<file path="src/hdl/pfs_pkg.sv">
// Package for the fault status flag block: offsets, field positions, types.
package pfs_pkg;

	// Register indices as printed; byte address is four times the index
	localparam logic [7:0]  IDX_STATUS     = 8'h0C;
	localparam logic [7:0]  IDX_MASK       = 8'h0D;
	localparam logic [7:0]  IDX_IRQ_STAT   = 8'h30;
	localparam logic [7:0]  IDX_IRQ_MASK   = 8'h31;
	localparam logic [7:0]  IDX_CONTROL    = 8'h32;
	localparam logic [7:0]  IDX_MODE       = 8'h33;
	localparam logic [11:0] ADDR_STATUS    = {2'h0, IDX_STATUS, 2'h0};
	localparam logic [11:0] ADDR_MASK      = {2'h0, IDX_MASK, 2'h0};
	localparam logic [11:0] ADDR_IRQ_STAT  = {2'h0, IDX_IRQ_STAT, 2'h0};
	localparam logic [11:0] ADDR_IRQ_MASK  = {2'h0, IDX_IRQ_MASK, 2'h0};
	localparam logic [11:0] ADDR_CONTROL   = {2'h0, IDX_CONTROL, 2'h0};
	localparam logic [11:0] ADDR_MODE      = {2'h0, IDX_MODE, 2'h0};

	// Flag bit positions
	localparam int BIT_LED_OVP   = 7;
	localparam int BIT_SIX_PGF   = 6;
	localparam int BIT_PROJ_LOW  = 5;
	localparam int BIT_MIRR_FLT  = 4;
	localparam int BIT_UNDERVOLTAGE_LOCKOUT_FLAG      = 3;
	localparam int BIT_LOW_BATTERY_WARNING_FLAG   = 2;
	localparam int BIT_TSD       = 1;
	localparam int BIT_HOT       = 0;
	localparam int NUM_FLAGS     = 8;

	// Reset values and bus answers
	localparam logic [7:0]  MASK_RESET     = 8'h00;
	localparam logic [7:0]  FLAGS_ZERO     = 8'h00;
	localparam logic [31:0] DATA_ZERO      = 32'h0000_0000;
	localparam logic [1:0]  RESP_OKAY      = 2'h0;
	localparam logic [1:0]  RESP_SLVERR    = 2'h2;

	// Lockout delay before entering the reset state
	localparam int CLOCK_MHZ     = 125;
	localparam int UNDERVOLTAGE_LOCKOUT_FLAG_DELAY_MS = 25;
	localparam int UNDERVOLTAGE_LOCKOUT_FLAG_DELAY_CYC = UNDERVOLTAGE_LOCKOUT_FLAG_DELAY_MS * 1000 * CLOCK_MHZ;
	localparam int CNT_W         = 22;

	typedef enum logic [1:0] {
		MODE_ACTIVE,
		MODE_STANDBY,
		MODE_OFF,
		MODE_RESET
	} pfs_mode_t;

	// Live analog conditions from comparators
	typedef struct packed {
		logic ledOverVolt;
		logic sixVoltOutOfReg;
		logic projectorOnPin;
		logic inductorSlow;
		logic regBelowGood;
		logic batBelowUvlo;
		logic batBelowLow;
		logic dieAboveTsd;
		logic dieCoolTsd;
		logic dieAboveHot;
		logic dieCoolHot;
	} pfs_cond_t;

	// AXI4-Lite slave side signals
	typedef struct packed {
		logic        awvalid;
		logic [11:0] awaddr;
		logic        wvalid;
		logic [31:0] wdata;
		logic [3:0]  wstrb;
		logic        bready;
		logic        arvalid;
		logic [11:0] araddr;
		logic        rready;
	} pfs_axi_req_t;

	typedef struct packed {
		logic        awready;
		logic        wready;
		logic        bvalid;
		logic [1:0]  bresp;
		logic        arready;
		logic        rvalid;
		logic [31:0] rdata;
		logic [1:0]  rresp;
	} pfs_axi_rsp_t;

endpackage : pfs_pkg

</file>
<file path="src/hdl/pfs_flag_unit.sv">
// Per-flag hysteresis latch for thermal flags.
`timescale 1ns/1ps
module pfs_flag_unit (
	input  wire logic clock,
	input  wire logic srst,
	input  wire logic setCond,
	input  wire logic coolCond,
	output logic      flag
);
	import pfs_pkg::*;

	typedef struct packed {
		logic held;
	} pfs_fu_state_t;

	pfs_fu_state_t state_ff;
	pfs_fu_state_t nxt_state;

	// Set while hot, held until the die is cool enough to recover
	always_comb begin
		nxt_state = state_ff;
		if (setCond) begin
			nxt_state.held = 1'b1;
		end else if (coolCond) begin
			nxt_state.held = 1'b0;
		end
	end

	always_ff @(posedge clock) begin
		if (srst) begin
			state_ff <= '0;
		end else begin
			state_ff <= nxt_state;
		end
	end

	// Live condition shows at once; the latch only extends it
	assign flag = setCond | state_ff.held;
endmodule : pfs_flag_unit

</file>
<file path="src/hdl/pfs_fault_flags.sv">
// Fault status flags, mirror regulator mode control and AXI4-Lite registers.
//
// Decided for this implementation: the AXI4-Lite slave port.
`timescale 1ns/1ps
// Notes on behaviour
// - Read-only eight-bit fault status at index 0x0C; no value promised before reading.
// - Bit 7 follows LED converter overvoltage; operation continues.
// - Bit 6 follows six-volt rail out of regulation; operation continues.
// - Bit 5 is one while projector-on pin is low; chip enters OFF.
// - Mirror regulator fault forces STANDBY and clears the regulator enable.
// - Mirror fault raised on slow inductor current or output below power-good.
// - Bit 3 follows undervoltage lockout; lockout clears regulator enable.
// - Bit 2 follows low-battery warning; operation continues.
// - Thermal shutdown forces STANDBY, regulator enable left unchanged.
// - Bit 0 is thermal warning, held until die cools; operation continues.
// - Mask at index 0x0D, same layout; set bit keeps flag off the pin.
module pfs_fault_flags #(
	parameter int UNDERVOLTAGE_LOCKOUT_FLAG_CYCLES = pfs_pkg::UNDERVOLTAGE_LOCKOUT_FLAG_DELAY_CYC
) (
	input  wire logic                  clock,
	input  wire logic                  srst,
	input  wire pfs_pkg::pfs_cond_t    cond,
	input  wire pfs_pkg::pfs_axi_req_t axiReq,
	output pfs_pkg::pfs_axi_rsp_t      axiRsp,
	output logic [7:0]                 faultStatus,
	output logic                       mirrorRegEnable,
	output pfs_pkg::pfs_mode_t         chipMode,
	output logic                       serialEnable,
	output logic                       interruptOut_n,
	output logic                       irq
);
	import pfs_pkg::*;

	typedef struct packed {
		logic [7:0]  flags;
		logic [7:0]  mask;
		logic [7:0]  evtStat;
		logic [7:0]  evtMask;
		logic        mirrEn;
		pfs_mode_t   mode;
		logic        uvloWait;
		logic [CNT_W-1:0] uvloCnt;
		logic        bvalid;
		logic [1:0]  bresp;
		logic        rvalid;
		logic [31:0] rdata;
		logic [1:0]  rresp;
	} pfs_state_t;

	pfs_state_t state_ff;
	pfs_state_t nxt_state;
	logic [7:0] liveFlags;
	logic       tsdFlag;
	logic       hotFlag;
	logic       wrFire;
	logic       rdFire;
	logic [7:0] riseFlags;

	// Address decoding shared by read and write paths
	function automatic logic isMapped(input logic [11:0] addr);
		logic hit;
		hit = 1'b0;
		if (addr == ADDR_STATUS) begin
			hit = 1'b1;
		end else if (addr == ADDR_MASK) begin
			hit = 1'b1;
		end else if (addr == ADDR_IRQ_STAT) begin
			hit = 1'b1;
		end else if (addr == ADDR_IRQ_MASK) begin
			hit = 1'b1;
		end else if (addr == ADDR_CONTROL) begin
			hit = 1'b1;
		end else if (addr == ADDR_MODE) begin
			hit = 1'b1;
		end
		return hit;
	endfunction : isMapped

	// Thermal flags carry hysteresis
	pfs_flag_unit uTsd (
		.clock    (clock),
		.srst     (srst),
		.setCond  (cond.dieAboveTsd),
		.coolCond (cond.dieCoolTsd),
		.flag     (tsdFlag)
	);

	pfs_flag_unit uHot (
		.clock    (clock),
		.srst     (srst),
		.setCond  (cond.dieAboveHot),
		.coolCond (cond.dieCoolHot),
		.flag     (hotFlag)
	);

	// Live flag vector, registered once so the bus sees a clean value
	always_comb begin
		liveFlags = FLAGS_ZERO;
		liveFlags[BIT_LED_OVP]  = cond.ledOverVolt;
		liveFlags[BIT_SIX_PGF]  = cond.sixVoltOutOfReg;
		liveFlags[BIT_PROJ_LOW] = ~cond.projectorOnPin;
		liveFlags[BIT_MIRR_FLT] = cond.inductorSlow | cond.regBelowGood;
		liveFlags[BIT_UNDERVOLTAGE_LOCKOUT_FLAG]     = cond.batBelowUvlo;
		liveFlags[BIT_LOW_BATTERY_WARNING_FLAG]  = cond.batBelowLow;
		liveFlags[BIT_TSD]      = tsdFlag;
		liveFlags[BIT_HOT]      = hotFlag;
	end

	// Bus is taken in every mode, the lockout reset state included
	assign wrFire = axiReq.awvalid & axiReq.wvalid & ~state_ff.bvalid;
	assign rdFire = axiReq.arvalid & ~state_ff.rvalid;

	// Rising edge of each flag marks an event; shared by the event logic and its check
	assign riseFlags = liveFlags & ~state_ff.flags;

	always_comb begin
		nxt_state = state_ff;
		nxt_state.flags = liveFlags;
		// Events: rising edge of each flag; set wins over a write-one clear
		if (wrFire && axiReq.awaddr == ADDR_IRQ_STAT && axiReq.wstrb[0]) begin
			nxt_state.evtStat = state_ff.evtStat & ~axiReq.wdata[7:0];
		end
		nxt_state.evtStat = nxt_state.evtStat | riseFlags;

		// Write channel: address and data taken together
		if (state_ff.bvalid && axiReq.bready) begin
			nxt_state.bvalid = 1'b0;
		end
		if (wrFire) begin
			nxt_state.bvalid = 1'b1;
			nxt_state.bresp  = isMapped(axiReq.awaddr) ? RESP_OKAY : RESP_SLVERR;
			if (axiReq.wstrb[0]) begin
				if (axiReq.awaddr == ADDR_MASK) begin
					nxt_state.mask = axiReq.wdata[7:0];
				end else if (axiReq.awaddr == ADDR_IRQ_MASK) begin
					nxt_state.evtMask = axiReq.wdata[7:0];
				end else if (axiReq.awaddr == ADDR_CONTROL) begin
					nxt_state.mirrEn = axiReq.wdata[0];
				end
			end
		end

		// Read channel
		if (state_ff.rvalid && axiReq.rready) begin
			nxt_state.rvalid = 1'b0;
		end
		if (rdFire) begin
			nxt_state.rvalid = 1'b1;
			nxt_state.rresp  = isMapped(axiReq.araddr) ? RESP_OKAY : RESP_SLVERR;
			nxt_state.rdata  = DATA_ZERO;
			if (axiReq.araddr == ADDR_STATUS) begin
				nxt_state.rdata[7:0] = state_ff.flags;
			end else if (axiReq.araddr == ADDR_MASK) begin
				nxt_state.rdata[7:0] = state_ff.mask;
			end else if (axiReq.araddr == ADDR_IRQ_STAT) begin
				nxt_state.rdata[7:0] = state_ff.evtStat;
			end else if (axiReq.araddr == ADDR_IRQ_MASK) begin
				nxt_state.rdata[7:0] = state_ff.evtMask;
			end else if (axiReq.araddr == ADDR_CONTROL) begin
				nxt_state.rdata[0] = state_ff.mirrEn;
			end else if (axiReq.araddr == ADDR_MODE) begin
				nxt_state.rdata[1:0] = state_ff.mode;
			end
		end

		// Mode control; faults override software, lockout overrides all
		if (state_ff.mode != MODE_RESET) begin
			if (!cond.projectorOnPin) begin
				nxt_state.mode = MODE_OFF;
			end else if (liveFlags[BIT_MIRR_FLT] || liveFlags[BIT_TSD]) begin
				nxt_state.mode = MODE_STANDBY;
			end else begin
				nxt_state.mode = MODE_ACTIVE;
			end
		end
		if (liveFlags[BIT_MIRR_FLT]) begin
			nxt_state.mirrEn = 1'b0;
		end
		if (liveFlags[BIT_UNDERVOLTAGE_LOCKOUT_FLAG]) begin
			nxt_state.mirrEn = 1'b0;
		end

		// Lockout timer, started on the flag and run to the end
		if (liveFlags[BIT_UNDERVOLTAGE_LOCKOUT_FLAG] && !state_ff.uvloWait && state_ff.mode != MODE_RESET) begin
			nxt_state.uvloWait = 1'b1;
			nxt_state.uvloCnt  = '0;
		end else if (state_ff.uvloWait) begin
			if (state_ff.uvloCnt == CNT_W'(UNDERVOLTAGE_LOCKOUT_FLAG_CYCLES - 1)) begin
				nxt_state.uvloWait = 1'b0;
				nxt_state.mode     = MODE_RESET;
			end else begin
				nxt_state.uvloCnt = state_ff.uvloCnt + CNT_W'(1);
			end
		end
	end

	// Single state register; reset state left only by the chip reset
	always_ff @(posedge clock) begin
		if (srst) begin
			state_ff      <= '0;
			state_ff.mask <= MASK_RESET;
			state_ff.mode <= MODE_ACTIVE;
		end else begin
			state_ff <= nxt_state;
		end
	end

	// Ready is offered whenever a request is taken, whether serial access is alive or not
	assign serialEnable   = (state_ff.mode != MODE_RESET);
	assign axiRsp.awready = wrFire & axiReq.awvalid;
	assign axiRsp.wready  = wrFire;
	assign axiRsp.bvalid  = state_ff.bvalid;
	assign axiRsp.bresp   = state_ff.bresp;
	assign axiRsp.arready = rdFire;
	assign axiRsp.rvalid  = state_ff.rvalid;
	assign axiRsp.rdata   = state_ff.rdata;
	assign axiRsp.rresp   = state_ff.rresp;

	assign faultStatus     = state_ff.flags;
	assign mirrorRegEnable = state_ff.mirrEn;
	assign chipMode        = state_ff.mode;
	// Pin low for any unmasked flag; level, follows the registered flags
	assign interruptOut_n  = ~|(state_ff.flags & ~state_ff.mask);
	assign irq             = |(state_ff.evtStat & state_ff.evtMask);
endmodule : pfs_fault_flags

</file>
<file path="config.mk">
export PLATFORM = sky130hd
export DESIGN_NAME = pfs_fault_flags
export DESIGN_NICKNAME = d
export VERILOG_FILES = /design/src/hdl/pfs_pkg.sv /design/src/hdl/pfs_flag_unit.sv /design/src/hdl/pfs_fault_flags.sv
export SDC_FILE = /design/constraint.sdc
export NUM_CORES = 1
export LEC_CHECK = 0
export ABC_AREA = 1
export CAP_MARGIN = 40
export CORE_UTILIZATION = 40
export DETAILED_ROUTE_END_ITERATION = 10
export DONT_BUFFER_PORTS = 1
export PLACE_DENSITY_LB_ADDON = 0.15
export RECOVER_POWER = 25
export SLEW_MARGIN = 20
export SYNTH_ARGS = -nofsm -noshare
export SYNTH_HDL_FRONTEND = slang
export SYNTH_SLANG_ARGS = --single-unit
</file>
<file path="constraint.sdc">
create_clock -name clock -period 1.6 [get_ports clock]
set_clock_uncertainty 0.05 [all_clocks]
set_input_delay 0.24 -clock clock [delete_from_list [all_inputs] [get_ports clock]]
set_output_delay 0.24 -clock clock [all_outputs]
set_load 0.1 [all_outputs]
</file>
==> results by group, run 1 <==
Status
  – Status: finished, violations left
  – Violated checks: negative setup slack

Clock network
  – Total CTS buffers: 9
  – Worst skew pair latency: 0.36 ns
  – Worst-path clk slew: roughly 0.08 ns
  – CTS root buf: clkbuf_8
  – TritonCTS clock tree: yes
  – Clk buf depth: 2
  – Number of clock sinks: 72
  – Max H-tree Level: 3

Synth
  – Top FF cell, synth: dfxtp_1
  – Synth top area share: 0.341
  – Post-synthesis sequential element count: 72
  – Post-Syn Area: 4230 sq um
  – Cell count after synthesis: 630
  – Cell variety after synth: 35
  – Mean Syn Cell Area: 6.72 sq um
  – Register area share after synthesis: 0.341
  – Area contributors post-synth: dfxtp_1, nand2_1, buf_4
  – Top-count cell post-synth: nand2_1
  – Syn. warnings: 0
  – Top post-synthesis cells by count: nand2_1, nor2_1, dfxtp_1
  – EDFF count, synth: 0
  – Share of flip-flops with an asynchronous set or reset: 0
  – Cell taking the most area after synthesis: dfxtp_1

Place
  – Placed cell count: between 700 and 800
  – GP Congestion: 0.862
  – Detailed Place HPWL: 7.99 mm
  – Placed Area: 4460 sq um
  – Placement Setup Slack: between 0.03 and 0.04 ns
  – PortBufs: 0

STA
  – Setup TNS: -0.177 ns
  – Final hold violations: 0
  – Slew margin rel.: 0.522
  – Slew Limit Fails: 0
  – Final min period: 1.68 ns
  – Fmax: 594 MHz
  – RSZ-0062 raised after global routing: yes
  – Final period utilization: 1.05
  – Final setup margin: -0.0843 ns
  – Worst slew pin tran: 0.718 ns
  – Hold Slack: between 0.015 and 0.02 ns
  – # setup viols final: 3

GRT
  – GRT Resource Usage Total: 0.207
  – Grt total ovfl: 0
  – Pin count of the biggest net entering global routing: 36
  – Initial antenna violation count: 0
  – First-pass GRT wire length: 18.0 mm
  – Number of global-route vias before repair: 3894

Worst setup path
  – Data required time at the worst endpoint: 1.31 ns
  – Max Fanout on Critical Path: 2
  – Reg2reg setup slack: 0.09 ns
  – Worst Reg2Reg Path Length in Cells: 6
  – R2r endpoint: state_ff[72]
  – Crit path DAT: about 1.4 ns
  – CP Capture Type: primary output
  – Worst Setup Start Kind: flip-flop
  – Reg2reg start: axiRsp[38]
  – Setup Crit Path Kind: flip-flop to primary output

Die
  – Ports: about 130
  – Initial Util: 0.412
  – Die ar.: 11000 sq um
  – DIE HEIGHT: 105 um
  – Row cnt: 37
  – Chip width: 105 um
  – Core outline area: between 10000 and 15000 sq um

Drt
  – First-pass detailed-route iteration total: 5
  – Routed len/inst: 13.2 um
  – Total Wirelength: 10.9 mm
  – Via density per instance: 4.88
  – 1st-iter DRT viols: 144
  – Remaining DRCs: 0
  – Total via count after detailed routing: 4008
  – Routed Antenna Nets: 0

Layout
  – Fillers: ~1100
  – Antenna Cells: 0
  – Final Util: 0.493
  – Layout area overhead: 19.8%
  – Cell Count, Final, Fillers Out: 821
  – Nets: 759
  – Final Cell Area: 5070 sq um
  – Fraction of layout instances using a drive strength above 1: 0.220

Flow run
  – MaxCap Viol Count: 0

Worst hold path
  – Hold Crit Depth: 2
  – Hold path start: cond[5]
  – Worst Hold Endpoint: state_ff[60]
  – Worst min-delay path category: input port to flip-flop

Pwr
  – Pwr dens: 872 nW/um^2
  – Peak supply drop: around 0.51 mV
  – Power, Total: roughly 4.4 mW
  – Pleak: 2.12 nW
==> cells in the final DEF (no fill, tap or decap), types with 9 or more instances in the layout <==
master / count
inv_1: 58
nor2_1: 70
dfxtp_2: 19
nor3_1: 12
nand3_1: 45
clkbuf_2: 9
nand4_1: 11
o21ai_0: 31
nand2_1: 141
a21oi_1: 33
buf_4: 48
clkbuf_8: 10
a21oi_2: 9
dfxtp_1: 53
a31oi_1: 10
xor2_1: 11
conb_1: 26
dlygate4sd3_1: 18
==> routing by layer <==
metal | up-vias | global-route usage | share of wire | wire (um)
met3 | 20 | 0.0424 | 0.044 | 478
met5 | - | 0 | 0 | 0
li1 | 2056 | - | - | -
met1 | 1843 | 0.228 | 0.42 | 4560
met4 | 0 | 0.113 | 0.032 | 351
met2 | 89 | 0.371 | 0.50 | 5480
==> final cells by class <==
cell class	instances	area, sq um	area share
Clock buffer	13	149	0.0294
Multi-Input combinational cell	449	2290	0.451
Inverter	67	254	0.0501
Tap cell	136	170	0.0336
Timing Repair Buffer	81	679	0.134
Sequential cell	72	1470	0.289
Clock inverter	3	65.1	0.0128
==> critical path: stages, from the launching register on <==
cell	delay, ns
dfxtp_1	0.33
inv_2	0.07
o22ai_2	0.09
nor4_4	0.32
buf_12	0.22
==> sequential cells by signal, indices dropped and copies added, names as in the netlist <==
name / count
state_ff: 47
axiRsp: 12
faultStatus: 8
chipMode: 2
mirrorRegEnable: 1
uHot.state_ff: 1
uTsd.state_ff: 1
==> worst max path at each step <==
stage | from | to | slack (ns) | cells past startpoint
2_1_floorplan | faultStatus[6] | interruptOut_n | -0.27 | 3
3_3_place_gp | state_ff[39] | state_ff[38] | 0.06 | 8
3_5_place_dp | state_ff[48] | state_ff[52] | 0.03 | 9
4_1_cts | faultStatus[5] | interruptOut_n | -0.10 | 4
5_1_grt | faultStatus[6] | interruptOut_n | -0.12 | 4
6_report | faultStatus[6] | interruptOut_n | -0.08 | 4
==> report_power, final <==
group	internal (mW)	switching (mW)	leakage (nW)	total [mW]
registers	1.85	0.0448	0.595	1.89
clock network	0.921	0.695	0.108	1.62
logic	0.181	0.732	1.41	0.912
==> cells by family after synthesis <==
| logic type | share of synthesized area |
|---|---|
| compound gates | 0.127 |
| other cells | 0.000886 |
| fa+ha+maj | 0.00296 |
| xor+xnor | 0.0269 |
| buf+inv | 0.171 |
| flops | 0.341 |
| simple gates | 0.330 |
==> timing repair <==
item                       CTS  global route
hold buffers                19             0
gates cloned                 0             0
setup endpoints to repair    3            38
hold endpoints to repair    38             0
buffers inserted             9             2
pin swaps                    4             4
gates resized for setup     28            28
Note: power is estimated with default switching activity, not from simulation.
==> run 2: changes to the inputs <==
==> constraint.sdc (replaced) <==
create_clock -name clock -period 1.6 [get_ports clock]
set_clock_uncertainty 0.05 [all_clocks]
set_input_delay 0.08 -clock clock [delete_from_list [all_inputs] [get_ports clock]]
set_output_delay 0.08 -clock clock [all_outputs]
set_load 0.1 [all_outputs]
==> results by group, run 2 (synthesis results as in run 1) <==
Worst setup path
  – Crit path DAT: 1.40 ns (was 1.39 ns)
  – CP Capture Type: primary output (unchanged)
  – R2r endpoint: state_ff[54] (was state_ff[72])
  – Data required time at the worst endpoint: 1.47 ns (was 1.31 ns)
  – Setup Crit Path Kind: flip-flop to primary output (unchanged)
  – Max Fanout on Critical Path: 3 (was 2)
  – Reg2reg setup slack: 0.10 ns (was 0.09 ns)
  – Worst Setup Start Kind: flip-flop (unchanged)
  – Worst Reg2Reg Path Length in Cells: 9 (was 6)
  – Reg2reg start: state_ff[47] (was axiRsp[38])

Layout
  – Top reg by flops: state_ff (unchanged)
  – Number of flip-flops in the largest register: 47 (unchanged)
  – Final Cell Area: 5080 sq um (was 5070 sq um)
  – Most frequent cells in the layout: nand2_1, nor2_1, inv_1, dfxtp_1, nand3_1 (was nand2_1, nor2_1, inv_1, dfxtp_1, buf_4)
  – Fraction of layout instances using a drive strength above 1: 0.189 (was 0.220)
  – Nets: 755 (was 759)
  – Final Util: 0.495 (was 0.493)
  – Antenna Cells: 0 (unchanged)
  – Layout area overhead: 20.1% (was 19.8%)
  – Commonest non-fill, non-tap cell in the layout: nand2_1 (unchanged)
  – Cell Count, Final, Fillers Out: 817 (was 821)
  – Fillers: 1070 (was 1082)

Pwr
  – Power, Total: 4.62 mW (was 4.42 mW)
  – Pleak: 2.10 nW (was 2.12 nW)
  – Peak supply drop: 0.459 mV (was 0.506 mV)
  – Pwr dens: 908 nW/um^2 (was 872 nW/um^2)

STA
  – Final period utilization: 0.956 (was 1.05)
  – Slew margin rel.: 0.509 (was 0.522)
  – RSZ-0062 raised after global routing: yes (unchanged)
  – Final hold violations: 0 (unchanged)
  – Slew Limit Fails: 0 (unchanged)
  – Fmax: 654 MHz (was 594 MHz)
  – # setup viols final: 0 (was 3)
  – Worst slew pin tran: 0.736 ns (was 0.718 ns)
  – Final min period: 1.53 ns (was 1.68 ns)
  – Hold Slack: 0.0349 ns (was 0.0183 ns)

Drt
  – Total via count after detailed routing: 3888 (was 4008)
  – 1st-iter DRT viols: 117 (was 144)
  – Metal-1 WL: 4.77 mm (was 4.56 mm)
  – Total Wirelength: 10.4 mm (was 10.9 mm)
  – First-pass detailed-route iteration total: 4 (was 5)
  – Via density per instance: 4.76 (was 4.88)
  – Met2 WL post-DR: 5.01 mm (was 5.48 mm)
  – Met3 WL: 367 um (was 478 um)
  – Routed Antenna Nets: 0 (unchanged)
  – Routed len/inst: 12.8 um (was 13.2 um)
  – Remaining DRCs: 0 (unchanged)
  – Top layer in use: met4 (unchanged)

GRT
  – Grt total ovfl: 0 (unchanged)
  – GRT Resource Usage Total: 0.198 (was 0.207)
  – Number of global-route vias before repair: 3809 (was 3894)
  – Pin count of the biggest net entering global routing: 36 (unchanged)
  – First-pass GRT wire length: 17.5 mm (was 18.0 mm)
  – Initial antenna violation count: 0 (unchanged)

Place
  – GP Congestion: 0.878 (was 0.862)
  – Placed Area: 4420 sq um (was 4460 sq um)
  – Placed cell count: 769 (was 775)
  – PortBufs: 0 (unchanged)
  – Detailed Place HPWL: 7.83 mm (was 7.99 mm)

Clock network
  – TritonCTS clock tree: yes (unchanged)
  – Total CTS buffers: 9 (unchanged)
  – Clk buf depth: 2 (unchanged)
  – CTS root buf: clkbuf_8 (unchanged)
  – Number of clock sinks: 72 (unchanged)
  – Worst skew pair latency: 0.35 ns (was 0.36 ns)
  – Worst-path clk slew: 0.08 ns (about the same)
  – Max H-tree Level: 3 (unchanged)

Die
  – Chip width: 105 um (unchanged)
  – Row cnt: 37 (unchanged)
  – Die ar.: 11000 sq um (unchanged)
  – Ports: 133 (unchanged)
  – Core outline area: 10300 sq um (unchanged)
  – DIE HEIGHT: 105 um (unchanged)
  – Initial Util: 0.412 (unchanged)

Worst hold path
  – Worst min-delay path category: input port to flip-flop (unchanged)
  – Hold path start: axiReq[56] (was cond[5])
  – Worst Hold Endpoint: axiRsp[37] (was state_ff[60])
  – Hold Crit Depth: 3 (was 2)

Status
  – Status: completed (was finished, violations left)

Flow run
  – MaxCap Viol Count: 0 (unchanged)
## run 2: changes by cell type in the layout (fill, tap and decap cells not counted), moves of 2 or more
cell	before	now
dlygate4sd3_1	18	26
clkbuf_2	9	15
dfxtp_1	53	59
buf_8	0	2
buf_6	3	1
inv_2	8	6
nor2_2	8	10
nand2_2	7	3
dfxtp_2	19	13
nand2_1	141	145
buf_4	48	30
clkbuf_1	3	0
inv_6	0	2
inv_1	58	60
## run 2: what timing repair did
item / CTS / global route
resized for setup: 2 / 42
hold endpoints to repair: 49 / 0
hold buffers: 27 / 0
setup endpoints to repair: 1 / 39
pin swaps: 1 / 7
cloned: 0 / 1
buffers inserted: 0 / 4
## run 2: layout make-up
cell class                      instances  area (sq um)  area share
Timing Repair Buffer                   77           667       0.131
Multi-Input combinational cell        449          2280       0.449
Inverter                               67           256      0.0504
Sequential cell                        72          1460       0.287
Clock buffer                           10           138      0.0271
Clock inverter                          6           115      0.0226
Tap cell                              136           170      0.0335
## run 2: worst max-delay path by stage
stage / slack, ns / from / cells after the start / end
after floorplan: -0.11 / faultStatus[6] / 3 / interruptOut_n
after global placement: 0.08 / state_ff[39] / 8 / state_ff[52]
after detailed placement: 0.04 / state_ff[39] / 8 / state_ff[54]
after CTS: 0.002 / faultStatus[4] / 4 / interruptOut_n
after global routing: -0.02 / faultStatus[6] / 4 / interruptOut_n
final: 0.07 / faultStatus[6] / 4 / interruptOut_n
## run 2: metrics by stage
step	setup TNS, ns	setup WS [ns]
after floorplan	-0.106	-0.106
after global placement	0	0.0764
after detailed placement	0	0.0429
after CTS	0	0.00206
after global routing	-0.0587	-0.0230
final	0	0.0701
## run 2: critical path, cell delays in order (launching register included)
cell     delay (ns)
dfxtp_2        0.34
inv_2          0.08
o22ai_4        0.08
nor4_4         0.34
buf_12         0.22
## run 2: metal layers
metal / vias to the layer above / GRT usage
li1: 2049 / -
met4: 0 / 0.0865
met3: 19 / 0.0405
met1: 1734 / 0.230
met5: - / 0
met2: 86 / 0.349
## run 2: where the power goes
group          leakage, nW  internal [mW]  switching, mW  total [mW]
logic                 1.38          0.187          0.731       0.918
clock network        0.123           1.09          0.718        1.80
registers            0.593           1.85         0.0494        1.90
total                 2.10           3.12           1.50        4.62
==> run 3: changes to the inputs <==
--- a/config.mk
+++ b/config.mk
@@ -10,6 +10,7 @@
 export CORE_UTILIZATION = 40
 export DETAILED_ROUTE_END_ITERATION = 10
 export DONT_BUFFER_PORTS = 1
+export HOLD_SLACK_MARGIN = 0.08
 export PLACE_DENSITY_LB_ADDON = 0.15
 export RECOVER_POWER = 25
 export SLEW_MARGIN = 20
==> results by group, run 3 (synthesis results as in run 1) <==
Worst setup path
  – R2r endpoint: axiRsp[38] (was state_ff[54])
  – Setup Crit Path Kind: flip-flop to primary output (unchanged)
  – Worst Reg2Reg Path Length in Cells: 4 (was 9)
  – Data required time at the worst endpoint: 1.47 ns (about the same)
  – Crit path DAT: 1.40 ns (about the same)
  – Reg2reg start: axiRsp[38] (was state_ff[47])
  – Max Fanout on Critical Path: 3 (unchanged)
  – Reg2reg setup slack: 0.08 ns (was 0.10 ns)
  – CP Capture Type: primary output (unchanged)
  – Worst Setup Start Kind: flip-flop (unchanged)

Pwr
  – Power, Total: 4.65 mW (was 4.62 mW)
  – Pwr dens: 891 nW/um^2 (was 908 nW/um^2)
  – Peak supply drop: 0.460 mV (was 0.459 mV)
  – Pleak: 2.14 nW (was 2.10 nW)

STA
  – Setup TNS: 0 ns (unchanged)
  – Hold Slack: 0.105 ns (was 0.0349 ns)
  – Final period utilization: 0.954 (was 0.956)
  – Final setup margin: 0.0735 ns (was 0.0701 ns)
  – Final hold violations: 0 (unchanged)
  – Fmax: 655 MHz (was 654 MHz)
  – Slew Limit Fails: 0 (unchanged)
  – Worst slew pin tran: 0.567 ns (was 0.736 ns)
  – RSZ-0062 raised after global routing: yes (unchanged)
  – # setup viols final: 0 (unchanged)
  – Final min period: 1.53 ns (about the same)
  – Slew margin rel.: 0.622 (was 0.509)

Clock network
  – Max H-tree Level: 3 (unchanged)
  – Clk buf depth: 2 (unchanged)
  – Worst-path clk slew: 0.08 ns (about the same)
  – Total CTS buffers: 9 (unchanged)
  – Worst skew pair latency: 0.35 ns (about the same)
  – Number of clock sinks: 72 (unchanged)
  – TritonCTS clock tree: yes (unchanged)
  – CTS root buf: clkbuf_8 (unchanged)

Layout
  – Fraction of layout instances using a drive strength above 1: 0.193 (was 0.189)
  – Commonest non-fill, non-tap cell in the layout: nand2_1 (unchanged)
  – Most frequent cells in the layout: nand2_1, nor2_1, inv_1, dfxtp_1, nand3_1 (unchanged)
  – Fillers: 1046 (was 1070)
  – Layout area overhead: 23.2% (was 20.1%)
  – Antenna Cells: 0 (unchanged)
  – Top reg by flops: state_ff (unchanged)
  – Number of flip-flops in the largest register: 47 (unchanged)
  – Register area: 1460 sq um (unchanged)
  – Multi-input logic area: 2300 sq um (was 2280 sq um)
  – Nets: 764 (was 755)

Worst hold path
  – Worst min-delay path category: input port to flip-flop (unchanged)
  – Worst Hold Endpoint: state_ff[86] (was axiRsp[37])
  – Hold path start: srst (was axiReq[56])
  – Hold Crit Depth: 3 (unchanged)

Die
  – Ports: 133 (unchanged)
  – Row cnt: 37 (unchanged)
  – Initial Util: 0.412 (unchanged)
  – DIE HEIGHT: 105 um (unchanged)
  – Core outline area: 10300 sq um (unchanged)
  – Chip width: 105 um (unchanged)
  – Die ar.: 11000 sq um (unchanged)

Place
  – Detailed Place HPWL: 7.83 mm (unchanged)
  – Placement Setup Slack: 0.0429 ns (unchanged)
  – PortBufs: 0 (unchanged)
  – GP Congestion: 0.878 (unchanged)

Drt
  – Routed Antenna Nets: 0 (unchanged)
  – 1st-iter DRT viols: 118 (was 117)
  – Remaining DRCs: 0 (unchanged)
  – Total via count after detailed routing: 3920 (was 3888)
  – Via density per instance: 4.75 (was 4.76)
  – First-pass detailed-route iteration total: 4 (unchanged)
  – Total Wirelength: 10.5 mm (was 10.4 mm)
  – Routed len/inst: 12.8 um (about the same)

GRT
  – GRT Resource Usage Total: 0.199 (was 0.198)
  – Pin count of the biggest net entering global routing: 36 (unchanged)
  – Initial antenna violation count: 0 (unchanged)
  – First-pass GRT wire length: 17.6 mm (was 17.5 mm)
  – Grt total ovfl: 0 (unchanged)
  – Number of global-route vias before repair: 3817 (was 3809)

Status
  – Status: completed (unchanged)

Flow run
  – MaxCap Viol Count: 0 (unchanged)
[run 3: cell count changes in the layout (fill, tap and decap cells not counted), sizes merged]
cell / delta
buf: +1
clkbuf: -1
dlygate4sd3: +9
[run 3: worst max-delay path: stages, from the launching register on]
cell and delay [ns]:
dfxtp_2 0.34, inv_2 0.08, o22ai_4 0.08, nor4_4 0.34, buf_12 0.22
[run 3: what timing repair did]
item / in CTS / in global routing
resized for setup: 2 / 49
endpoints found under the setup margin: 1 / 46
endpoints found under the hold margin: 50 / 0
gates cloned: 0 / 1
pin swaps: 1 / 7
buffers inserted: 0 / 4
hold buffers: 36 / 0
[run 3: layout make-up]
| class | instances | share of cell area |
|---|---|---|
| multi-input combinational | 449 | 0.441 |
| sequential | 72 | 0.280 |
| timing repair buffer | 86 | 0.149 |
| inverter | 67 | 0.0492 |
| tap | 136 | 0.0326 |
| clock buffer | 10 | 0.0264 |
| clock inverter | 6 | 0.0221 |
[run 3: how the worst max path moves through the flow]
stage | from | to | slack [ns] | cells after the start
6_report | faultStatus[6] | interruptOut_n | 0.07 | 4
3_3_place_gp | state_ff[39] | state_ff[52] | 0.08 | 8
4_1_cts | faultStatus[4] | interruptOut_n | 0.002 | 4
2_1_floorplan | faultStatus[6] | interruptOut_n | -0.11 | 3
3_5_place_dp | state_ff[39] | state_ff[54] | 0.04 | 8
5_1_grt | faultStatus[6] | interruptOut_n | -0.02 | 4
[run 3: metrics by stage]
stage                     cells  cell area (sq um)   util
after floorplan             655               4360      -
after global placement      769               4420  0.430
after detailed placement    769               4420  0.430
after CTS                   821               5040  0.491
after global routing        826               5210  0.507
final                       826               5210  0.507
[run 3: routing by layer]
metal  share of wire  global-route usage  vias to the layer above  wire (um)
met5               0                   0                        -          0
met4           0.025              0.0805                        0        260
met3           0.031              0.0393                       15        329
met2            0.48               0.354                       76       5110
met1            0.46               0.233                     1759       4840
li1                -                   -                     2070          -
[run 3: where the power goes]
part	internal, mW	switching [mW]
Combinational	0.205	0.738
Sequential	1.85	0.0498
Clock	1.09	0.721
Total	3.14	1.51
